### src/pkg/mdr_cfg.svh
// Constants for the multiply-accumulate to data register decoder
`ifndef MDR_CFG_SVH
`define MDR_CFG_SVH

// Parallel-issue marker: 0x0800_0000 added to the normal opcode
`define MDR_PAR_BIT      27

// Upper opcode halves of the recognised forms
`define MDR_HI_ACC0_SGN    16'hc10d
`define MDR_HI_ACC0_SAT    16'hc12d
`define MDR_HI_ACC1_SGN    16'hc109
`define MDR_HI_ACC1_SGNM   16'hc119
`define MDR_HI_ACC1_S2M    16'hc039
`define MDR_HI_ACC1_FUM    16'hc09a

// Fixed bits of the lower half, accumulator-zero layout
`define MDR_ACC0_OP_MSB    15
`define MDR_ACC0_OP_LSB    11
`define MDR_ACC0_OP_ADD    5'h01
`define MDR_ACC0_OP_SUB    5'h02
`define MDR_ACC0_HALF_MSB  10
`define MDR_ACC0_HALF_LSB  9

// Fixed bits of the lower half, accumulator-one layout
`define MDR_ACC1_OP_MSB    13
`define MDR_ACC1_OP_LSB    9
`define MDR_ACC1_OP_FIX    5'h0c
`define MDR_ACC1_HALF_MSB  15
`define MDR_ACC1_HALF_LSB  14

// Register select fields, common to both layouts
`define MDR_DST_MSB      8
`define MDR_DST_LSB      6
`define MDR_SRC0_MSB     5
`define MDR_SRC0_LSB     3
`define MDR_SRC1_MSB     2
`define MDR_SRC1_LSB     0

// Register map, byte addresses
`define MDR_OFS_CTRL     12'h000
`define MDR_OFS_INJECT   12'h004
`define MDR_OFS_WORD     12'h008
`define MDR_OFS_RESULT   12'h00c
`define MDR_OFS_HITS     12'h010
`define MDR_OFS_MISSES   12'h014

// Control register: bit 0 decode enable, bit 1 parallel form accepted
`define MDR_CTRL_RST     32'h0000_0003
`define MDR_CTRL_EN_BIT  0
`define MDR_CTRL_PAR_BIT 1

`endif

### src/pkg/mdr_pkg.sv
// Types shared by the decoder files
package mdr_pkg;

  typedef enum logic [1:0] {
    MDR_OPT_INT_SIGNED  = 2'h0,
    MDR_OPT_INT_SAT_X2  = 2'h1,
    MDR_OPT_SCALE2_RND  = 2'h2,
    MDR_OPT_FRAC_UNSGN  = 2'h3
  } mdr_option_t;

  typedef enum logic [1:0] {
    MDR_HALF_LO_LO = 2'h0,
    MDR_HALF_LO_HI = 2'h1,
    MDR_HALF_HI_LO = 2'h2,
    MDR_HALF_HI_HI = 2'h3
  } mdr_half_t;

  typedef struct packed {
    logic [2:0] dst;
    logic [2:0] src0;
    logic [2:0] src1;
    mdr_half_t  half;
  } mdr_fields_t;

  typedef struct packed {
    logic        known;
    logic        parallel;
    logic        acc_one;
    logic        subtract;
    logic        mixed;
    mdr_option_t option;
    mdr_fields_t fields;
  } mdr_dec_t;

endpackage : mdr_pkg

### src/logic/mdr_decoder.sv
// Multiply-accumulate to data register decoder with APB register access
//
// Local design decisions: register access over APB and the register offsets.
`timescale 1ns/1ps
`include "mdr_cfg.svh"
`default_nettype none

// Behaviour
// - Opcode plus 0x0800_0000 is accepted as the parallel-issue form.
// - Half select picks which 16-bit source halves are multiplied.
// - Destination field names the data register receiving the result.
// - Left operand field names the register of the left multiplicand.
// - Right operand field names the register of the right multiplicand.
// - 0xC10D_0800 range: add to accumulator zero, integer signed, even.
// - 0xC10D_1000 range: subtract from accumulator zero, integer signed.
// - 0xC12D_1000..17FF: subtract, accumulator zero, saturate x2, even.
// - 0xC109_1800..D9FF: add to accumulator one, integer signed, odd.
// - 0xC119_1800 range: add accumulator one, signed, mixed operands.
// - 0xC039_1800 range: add accumulator one, scale2 round, mixed.
// - 0xC09A_1800 range: subtract accumulator one, fraction, mixed.
// - Accumulator one results always go to an odd data register.
module mdr_decoder #(
  parameter int AW = 12,
  parameter int CW = 32
) (
  input  wire logic                    pclk,
  input  wire logic                    presetn,
  input  wire logic                    ce,
  input  wire logic                    psel,
  input  wire logic                    penable,
  input  wire logic                    pwrite,
  input  wire logic [AW-1:0]           paddr,
  input  wire logic [31:0]             pwdata,
  input  wire logic [3:0]              pstrb,
  output logic      [31:0]             prdata,
  output logic                         pready,
  output logic                         pslverr,
  input  wire logic                    insn_valid,
  input  wire logic [31:0]             insn_word,
  output logic                         dec_valid,
  output mdr_pkg::mdr_dec_t            dec
);

  // ***************************************************************
  // Register state
  // ***************************************************************
  logic [31:0]       ctrl_ff;
  logic [31:0]       inject_ff;
  logic              pend_ff;
  logic [31:0]       word_ff;
  logic [CW-1:0]     hits_ff;
  logic [CW-1:0]     miss_ff;
  logic              pready_ff;
  logic              pslverr_ff;
  logic [31:0]       prdata_ff;
  logic              dec_valid_ff;
  mdr_pkg::mdr_dec_t dec_ff;

  // ***************************************************************
  // Bus decode
  // ***************************************************************
  wire logic        acc_ph   = psel & penable;
  wire logic        done     = acc_ph & pready_ff;
  wire logic        wr_done  = done & pwrite;
  wire logic [11:0] ofs      = paddr[11:0];
  wire logic        sel_ctrl = ofs == `MDR_OFS_CTRL;
  wire logic        sel_inj  = ofs == `MDR_OFS_INJECT;
  wire logic        sel_word = ofs == `MDR_OFS_WORD;
  wire logic        sel_res  = ofs == `MDR_OFS_RESULT;
  wire logic        sel_hits = ofs == `MDR_OFS_HITS;
  wire logic        sel_miss = ofs == `MDR_OFS_MISSES;
  wire logic        mapped   = sel_ctrl | sel_inj | sel_word | sel_res |
                               sel_hits | sel_miss;
  wire logic        ro_sel   = sel_word | sel_res;

  wire logic [31:0] lane_mask = {{8{pstrb[3]}}, {8{pstrb[2]}},
                                 {8{pstrb[1]}}, {8{pstrb[0]}}};
  wire logic [31:0] nxt_ctrl  = (ctrl_ff & ~lane_mask) |
                                (pwdata & lane_mask);
  wire logic [31:0] nxt_inj   = (inject_ff & ~lane_mask) |
                                (pwdata & lane_mask);

  wire logic wr_ctrl   = wr_done & sel_ctrl;
  wire logic wr_inj    = wr_done & sel_inj;
  wire logic clr_hits  = wr_done & sel_hits;
  wire logic clr_miss  = wr_done & sel_miss;

  wire logic dec_en    = ctrl_ff[`MDR_CTRL_EN_BIT];
  wire logic par_en    = ctrl_ff[`MDR_CTRL_PAR_BIT];

  // ***************************************************************
  // Source of the word to decode
  // ***************************************************************
  // Fetch words go first; an injected word waits in inject_ff while pend_ff is set
  wire logic        take_fetch = insn_valid & dec_en;
  wire logic        take_inj   = pend_ff & ~take_fetch;
  wire logic        take       = take_fetch | take_inj;
  wire logic [31:0] src_word   = take_fetch ? insn_word : inject_ff;

  // ***************************************************************
  // Opcode recognition
  // ***************************************************************
  wire logic        par_form = src_word[`MDR_PAR_BIT];
  logic      [31:0] base_word;

  always_comb begin
    base_word = src_word;
    base_word[`MDR_PAR_BIT] = 1'b0;
  end

  wire logic h_acc0_add;
  wire logic h_acc0_sub;
  wire logic h_acc0_sat;
  wire logic h_acc1_sgn;
  wire logic h_acc1_sgnm;
  wire logic h_acc1_s2m;
  wire logic h_acc1_fum;

  mdr_op_match #(
    .HI (`MDR_HI_ACC0_SGN),
    .MSB(`MDR_ACC0_OP_MSB),
    .LSB(`MDR_ACC0_OP_LSB),
    .VAL(`MDR_ACC0_OP_ADD)
  ) u_acc0_add (
    .word(base_word),
    .hit (h_acc0_add)
  );

  mdr_op_match #(
    .HI (`MDR_HI_ACC0_SGN),
    .MSB(`MDR_ACC0_OP_MSB),
    .LSB(`MDR_ACC0_OP_LSB),
    .VAL(`MDR_ACC0_OP_SUB)
  ) u_acc0_sub (
    .word(base_word),
    .hit (h_acc0_sub)
  );

  mdr_op_match #(
    .HI (`MDR_HI_ACC0_SAT),
    .MSB(`MDR_ACC0_OP_MSB),
    .LSB(`MDR_ACC0_OP_LSB),
    .VAL(`MDR_ACC0_OP_SUB)
  ) u_acc0_sat (
    .word(base_word),
    .hit (h_acc0_sat)
  );

  mdr_op_match #(
    .HI (`MDR_HI_ACC1_SGN),
    .MSB(`MDR_ACC1_OP_MSB),
    .LSB(`MDR_ACC1_OP_LSB),
    .VAL(`MDR_ACC1_OP_FIX)
  ) u_acc1_sgn (
    .word(base_word),
    .hit (h_acc1_sgn)
  );

  mdr_op_match #(
    .HI (`MDR_HI_ACC1_SGNM),
    .MSB(`MDR_ACC1_OP_MSB),
    .LSB(`MDR_ACC1_OP_LSB),
    .VAL(`MDR_ACC1_OP_FIX)
  ) u_acc1_sgnm (
    .word(base_word),
    .hit (h_acc1_sgnm)
  );

  mdr_op_match #(
    .HI (`MDR_HI_ACC1_S2M),
    .MSB(`MDR_ACC1_OP_MSB),
    .LSB(`MDR_ACC1_OP_LSB),
    .VAL(`MDR_ACC1_OP_FIX)
  ) u_acc1_s2m (
    .word(base_word),
    .hit (h_acc1_s2m)
  );

  mdr_op_match #(
    .HI (`MDR_HI_ACC1_FUM),
    .MSB(`MDR_ACC1_OP_MSB),
    .LSB(`MDR_ACC1_OP_LSB),
    .VAL(`MDR_ACC1_OP_FIX)
  ) u_acc1_fum (
    .word(base_word),
    .hit (h_acc1_fum)
  );

  // ***************************************************************
  // Operation attributes
  // ***************************************************************
  wire logic grp_acc0 = h_acc0_add | h_acc0_sub | h_acc0_sat;
  wire logic grp_acc1 = h_acc1_sgn | h_acc1_sgnm | h_acc1_s2m | h_acc1_fum;
  wire logic sub_op   = h_acc0_sub | h_acc0_sat | h_acc1_fum;
  wire logic mix_op   = h_acc1_sgnm | h_acc1_s2m | h_acc1_fum;

  mdr_pkg::mdr_option_t opt;
  assign opt = h_acc0_sat ? mdr_pkg::MDR_OPT_INT_SAT_X2 :
               h_acc1_s2m ? mdr_pkg::MDR_OPT_SCALE2_RND :
               h_acc1_fum ? mdr_pkg::MDR_OPT_FRAC_UNSGN :
                            mdr_pkg::MDR_OPT_INT_SIGNED;

  mdr_pkg::mdr_fields_t flds;

  mdr_field_split u_fields (
    .word   (base_word),
    .acc_one(grp_acc1),
    .fields (flds)
  );

  // Even destination for accumulator zero, odd for accumulator one
  wire logic parity_ok = grp_acc1 ? flds.dst[0] : ~flds.dst[0];
  wire logic par_ok    = ~par_form | par_en;
  wire logic known     = (grp_acc0 | grp_acc1) & parity_ok & par_ok;

  mdr_pkg::mdr_dec_t nxt_dec;

  always_comb begin
    nxt_dec          = '0;
    nxt_dec.known    = known;
    nxt_dec.parallel = par_form & known;
    nxt_dec.acc_one  = grp_acc1;
    nxt_dec.subtract = sub_op;
    nxt_dec.mixed    = mix_op;
    nxt_dec.option   = opt;
    nxt_dec.fields   = flds;
  end

  // ***************************************************************
  // Read data
  // ***************************************************************
  wire logic [31:0] rd_res = {{(32 - $bits(mdr_pkg::mdr_dec_t)){1'b0}},
                              dec_ff};
  wire logic [31:0] rd_hits = 32'(hits_ff);
  wire logic [31:0] rd_miss = 32'(miss_ff);
  wire logic [31:0] nxt_prdata =
    sel_ctrl ? ctrl_ff   :
    sel_inj  ? inject_ff :
    sel_word ? word_ff   :
    sel_res  ? rd_res    :
    sel_hits ? rd_hits   :
    sel_miss ? rd_miss   : 32'h0000_0000;

  // Unmapped offsets and writes to read-only words report an error
  wire logic nxt_err = ~mapped | (pwrite & ro_sel);

  // ***************************************************************
  // Bus answer: one wait state in every access
  // ***************************************************************
  always_ff @(posedge pclk or negedge presetn) begin
    if (!presetn) begin
      pready_ff  <= 1'b0;
      pslverr_ff <= 1'b0;
      prdata_ff  <= 32'h0000_0000;
    end else if (ce) begin
      pready_ff  <= acc_ph & ~pready_ff;
      pslverr_ff <= acc_ph & ~pready_ff & nxt_err;
      prdata_ff  <= (acc_ph & ~pready_ff & ~pwrite) ? nxt_prdata
                                                   : 32'h0000_0000;
    end
  end

  // ***************************************************************
  // Software registers
  // ***************************************************************
  always_ff @(posedge pclk or negedge presetn) begin
    if (!presetn) begin
      ctrl_ff   <= `MDR_CTRL_RST;
      inject_ff <= 32'h0000_0000;
      pend_ff   <= 1'b0;
    end else if (ce) begin
      if (wr_ctrl) begin
        ctrl_ff <= nxt_ctrl;
      end
      if (wr_inj) begin
        inject_ff <= nxt_inj;
      end
      pend_ff <= wr_inj | (pend_ff & ~take_inj);
    end
  end

  // ***************************************************************
  // Decode result and counters; a clear and a new count in one cycle leave a count of one
  // ***************************************************************
  always_ff @(posedge pclk or negedge presetn) begin
    if (!presetn) begin
      dec_valid_ff <= 1'b0;
      dec_ff       <= '0;
      word_ff      <= 32'h0000_0000;
      hits_ff      <= '0;
      miss_ff      <= '0;
    end else if (ce) begin
      dec_valid_ff <= take;
      if (take) begin
        dec_ff  <= nxt_dec;
        word_ff <= src_word;
      end
      if (take & known) begin
        hits_ff <= (clr_hits ? '0 : hits_ff) + CW'(1);
      end else if (clr_hits) begin
        hits_ff <= '0;
      end
      if (take & ~known) begin
        miss_ff <= (clr_miss ? '0 : miss_ff) + CW'(1);
      end else if (clr_miss) begin
        miss_ff <= '0;
      end
    end
  end

  // ***************************************************************
  // Outputs
  // ***************************************************************
  assign prdata    = prdata_ff;
  assign pready    = pready_ff;
  assign pslverr   = pslverr_ff;
  assign dec_valid = dec_valid_ff;
  assign dec       = dec_ff;

endmodule : mdr_decoder

`default_nettype wire

### src/logic/mdr_op_match.sv
// Matcher for one opcode form: upper half and a fixed lower-half field
`timescale 1ns/1ps
`default_nettype none

module mdr_op_match #(
  parameter logic [15:0] HI  = 16'h0000,
  parameter int          MSB = 4,
  parameter int          LSB = 0,
  parameter logic [4:0]  VAL = 5'h00
) (
  input  wire logic [31:0] word,
  output wire logic        hit
);

  assign hit = (word[31:16] == HI) && (word[MSB:LSB] == VAL);

endmodule : mdr_op_match

`default_nettype wire

### src/logic/mdr_field_split.sv
// Register and half-select fields of either accumulator layout
`timescale 1ns/1ps
`include "mdr_cfg.svh"
`default_nettype none

module mdr_field_split (
  input  wire logic               [31:0] word,
  input  wire logic                      acc_one,
  output mdr_pkg::mdr_fields_t           fields
);

  wire logic [1:0] half_acc0 = word[`MDR_ACC0_HALF_MSB:`MDR_ACC0_HALF_LSB];
  wire logic [1:0] half_acc1 = word[`MDR_ACC1_HALF_MSB:`MDR_ACC1_HALF_LSB];

  assign fields.half = mdr_pkg::mdr_half_t'(acc_one ? half_acc1
                                                     : half_acc0);
  assign fields.dst  = word[`MDR_DST_MSB:`MDR_DST_LSB];
  assign fields.src0 = word[`MDR_SRC0_MSB:`MDR_SRC0_LSB];
  assign fields.src1 = word[`MDR_SRC1_MSB:`MDR_SRC1_LSB];

endmodule : mdr_field_split

`default_nettype wire

### config.mk
export PLATFORM = sky130hd
export DESIGN_NAME = mdr_decoder
export DESIGN_NICKNAME = d
export VERILOG_FILES = /design/src/pkg/mdr_pkg.sv /design/src/logic/mdr_decoder.sv /design/src/logic/mdr_op_match.sv /design/src/logic/mdr_field_split.sv
export VERILOG_INCLUDE_DIRS = /design/src /design/src/pkg
export SDC_FILE = /design/constraint.sdc
export NUM_CORES = 1
export LEC_CHECK = 0
export BUFFER_PORTS_ARGS = -buffer_cell sky130_fd_sc_hd__buf_2
export CORE_ASPECT_RATIO = 1.1
export CORE_MARGIN = 2
export CORE_UTILIZATION = 60
export CTS_BUF_LIST = sky130_fd_sc_hd__clkbuf_2 sky130_fd_sc_hd__clkbuf_4 sky130_fd_sc_hd__clkbuf_8
export DETAILED_ROUTE_END_ITERATION = 10
export PLACE_DENSITY = 0.86
export SLEW_MARGIN = 15
export SYNTH_ARGS = -nofsm -noshare
export SYNTH_HDL_FRONTEND = slang
export SYNTH_SLANG_ARGS = --single-unit
### constraint.sdc
create_clock -name pclk -period 4.1 [get_ports pclk]
set_input_delay 0 -clock pclk [delete_from_list [all_inputs] [get_ports pclk]]
set_output_delay 0 -clock pclk [all_outputs]
set_load 0.05 [all_outputs]
==> flow_summary_export.csv <==
group,metric,value,unit
critical_path,cp-end-kind,"flop",
layout,drive_above_1_share,24.00,%
timing,post-route-min-period,3229,ps
synth,yosysWarnings,0,
routing,post-route-drc-count,0,
floorplanning,ios,140,
floorplanning,die_w,132.5,um
critical_path,critPathKind,"flop to flop",
cts,numClockSinks,205,
routing,met2_wirelength,17.27,mm
routing,drtAntennaViolNets,0,
synth,netlist_area,0.01089,mm^2
timing,hold_violations,0,
cts,ctsHtreeMaxLevel,2,
timing,slew_headroom,30.09,%
timing,tns,0,ps
layout,nNetsFinal,1390,
outcome,status,"complete, no violations",
place,place.gp.congestion,0.8818,
global_route,grt_antenna_before_repair,0,
layout,fillers,1228,
global_route,grt_max_degree,127,
run,drv_cap,0,
cts,clock_path_buffers,3,
power_and_ir_drop,vdd_drop_max,322.9,uV
routing,drtIter0Drc,1443,
routing,wirelength,35.48,mm
layout,multiInputGateArea,0.005233,mm^2
floorplanning,dieArea,0.01925,mm^2
layout,ff_latch_area,0.005132,mm^2
global_route,track_usage,36.83,%
layout,syn2layout_area_growth,20.89,%
synth,syn-num-nets,1203,
global_route,grt-ovfl-total,0,
min_path,hold_class,"input port to flop",
synth,yosysUniqueCellTypes,71,
timing,finalClockSkew,25.31,ps
synth,synth_seq_area_share,47.13,%
routing,via_count,10200,
place,dp_cells,1429,
layout,final_core_util,74.21,%
critical_path,worstPathArrival,3630,ps
synth,yosys.area.top_type,"dfrtp_1",
cts,clock_latency,540,ps
timing,setup_slack,871.0,ps
routing,met1_length,12.71,mm
place,dpl_cell_area,0.01170,mm^2
global_route,grt_pass1_wl,56.07,mm
synth,netlist_top_cells_area,"dfrtp_1 47%, mux2_2 6.6%, nand2_1 6.3%",
critical_path,crit_fanout,13,
timing,hold_ws,100.3,ps
layout,num_antenna_cells,0,
cts,tritoncts,"done",
synth,synth-main-ff-cell,"dfrtp_1",
power_and_ir_drop,total_power,4.243,mW
timing,tightest_slew,1049,ps
routing,avgViaCountPerCell,6.528,
synth,synth-seq-cells,205,
routing,drt_pass1_iterations,6,
timing,drv_slew,0,
synth,synth_top_area_share,46.65,%
cts,cts_buffers,35,
routing,wl_met3,3.606,mm
min_path,min_from,"pstrb[1]",
global_route,grt_pass1_vias,10300,
power_and_ir_drop,power_density,322.3,mW/mm^2
place,port_buffers,139,
layout,final_area,0.01317,mm^2
layout,layoutNonFillerInstCount,1563,
routing,avgRoutedWirePerCell,22.70,um
cts,clkTransAtPathRegs,60,ps
synth,ys_async_sr_fraction,100.0,%
floorplanning,start_util,61.39,%
place,dp_worst_setup_slack,776.5,ps
power_and_ir_drop,leakage,5.758,nW
synth,synth_edf_count,0,
floorplanning,coreArea,0.01774,mm^2
timing,rsz0062_at_grt,"no",
timing,finalSetupViolCount,0,
routing,routed.top_layer,"met4",
synth,synthCells,1114,
critical_path,start_kind,"flop",
cts,post_cts_buffers,0,
floorplanning,die_h,145.3,um
place,hpwl,22.17,mm
timing,post-route-period-util,78.76,%
synth,post_synth.cell_area_avg,9.776,um^2
timing,fmax,309.7,MHz
floorplanning,rows,51,
critical_path,cp.required,4500,ps
cts,cts_root_buf,"clkbuf_8",
[cell usage in the layout, fill, tap and decap left out, types with 28 or more instances in the layout]
cell | Yosys | final
nand3_1 | 35 | 35
nor3_1 | 31 | 31
dlygate4sd3_1 | 0 | 73
inv_1 | 44 | 44
xnor2_1 | 52 | 52
nor2_1 | 48 | 48
nand2_1 | 183 | 183
mux2i_1 | 40 | 40
nand4_1 | 28 | 28
a31oi_1 | 32 | 32
buf_2 | 14 | 138
a21oi_1 | 37 | 37
dfrtp_1 | 203 | 203
mux2_2 | 64 | 64
clkbuf_8 | 0 | 43
[critical path, cell delays in order (launching register included)]
cell and delay [ps]:
dfstp_2 610, and2_1 170, buf_4 210, nand4b_1 190, a21oi_2 440, o2111ai_2 320
o211ai_2 600, buf_4 310, nor4_1 80, xnor2_1 150
[cell usage after synthesis (all sizes together) (11+ instances only)]
cell type    n
nor2        49
mux2        64
inv         44
nand4       29
clkbuf      46
xnor2       52
nand3       35
buf         37
mux2i       41
a221o       16
dfrtp      203
a31oi       32
nand2      184
o221ai      21
o22ai       24
o211ai      17
nor3        32
and3        11
a21oi       38
o21ai       23
nor4        28
[repair_timing]
item	CTS	global route
endpoints found under the hold margin	234	0
hold buffers	73	0
gates resized for setup	0	0
[cell type report]
class                           count  share of cell area, %
Timing Repair Buffer              233                  12.19
Clock inverter                      8                 0.5417
Tap cell                          238                  2.262
Inverter                           44                  1.255
Sequential cell                   205                  38.99
Clock buffer                       53                  5.018
Multi-Input combinational cell    782                  39.75
[routing by layer]
metal | track usage [%] | vias to the layer above
li1 | - | 4404
met1 | 46.27 | 4905
met2 | 61.35 | 733
met3 | 6.953 | 162
met4 | 18.06 | 0
met5 | 0 | -
[final timing paths]
path | to | slack [ps] | depth (start not counted)
worst max-delay path | miss_ff[16]$_DFFE_PN0P_ | 870 | 9
worst min-delay path | flop | 100 | 3
worst max register to register | miss_ff[16]$_DFFE_PN0P_ | 870 | 9
worst min register to register | word_ff[27]$_DFFE_PN0P_ | 490 | 2
max in group asynchronous | async pin | 2930 | 3
min in group asynchronous | miss_ff[23]$_DFFE_PN0P_ | 170 | 2
[logic make-up (layout without fill, tap and decap cells)]
logic type | count (synthesis) | in the layout | synth area share, %
fa+ha+maj | 2 | 2 | 0.2297
compound gates | 198 | 198 | 12.98
xor+xnor | 62 | 62 | 4.986
simple gates | 415 | 415 | 19.27
mux | 105 | 105 | 10.42
flops | 205 | 205 | 47.13
buf+inv | 127 | 338 | 4.986
[power by group]
part | switching (mW) | total (mW) | internal (mW)
clock network | 0.885 | 1.98 | 1.10
logic | 0.135 | 0.233 | 0.0980
registers | 0.00294 | 2.03 | 2.03
No activity file was read; power rests on OpenSTA's default activity.
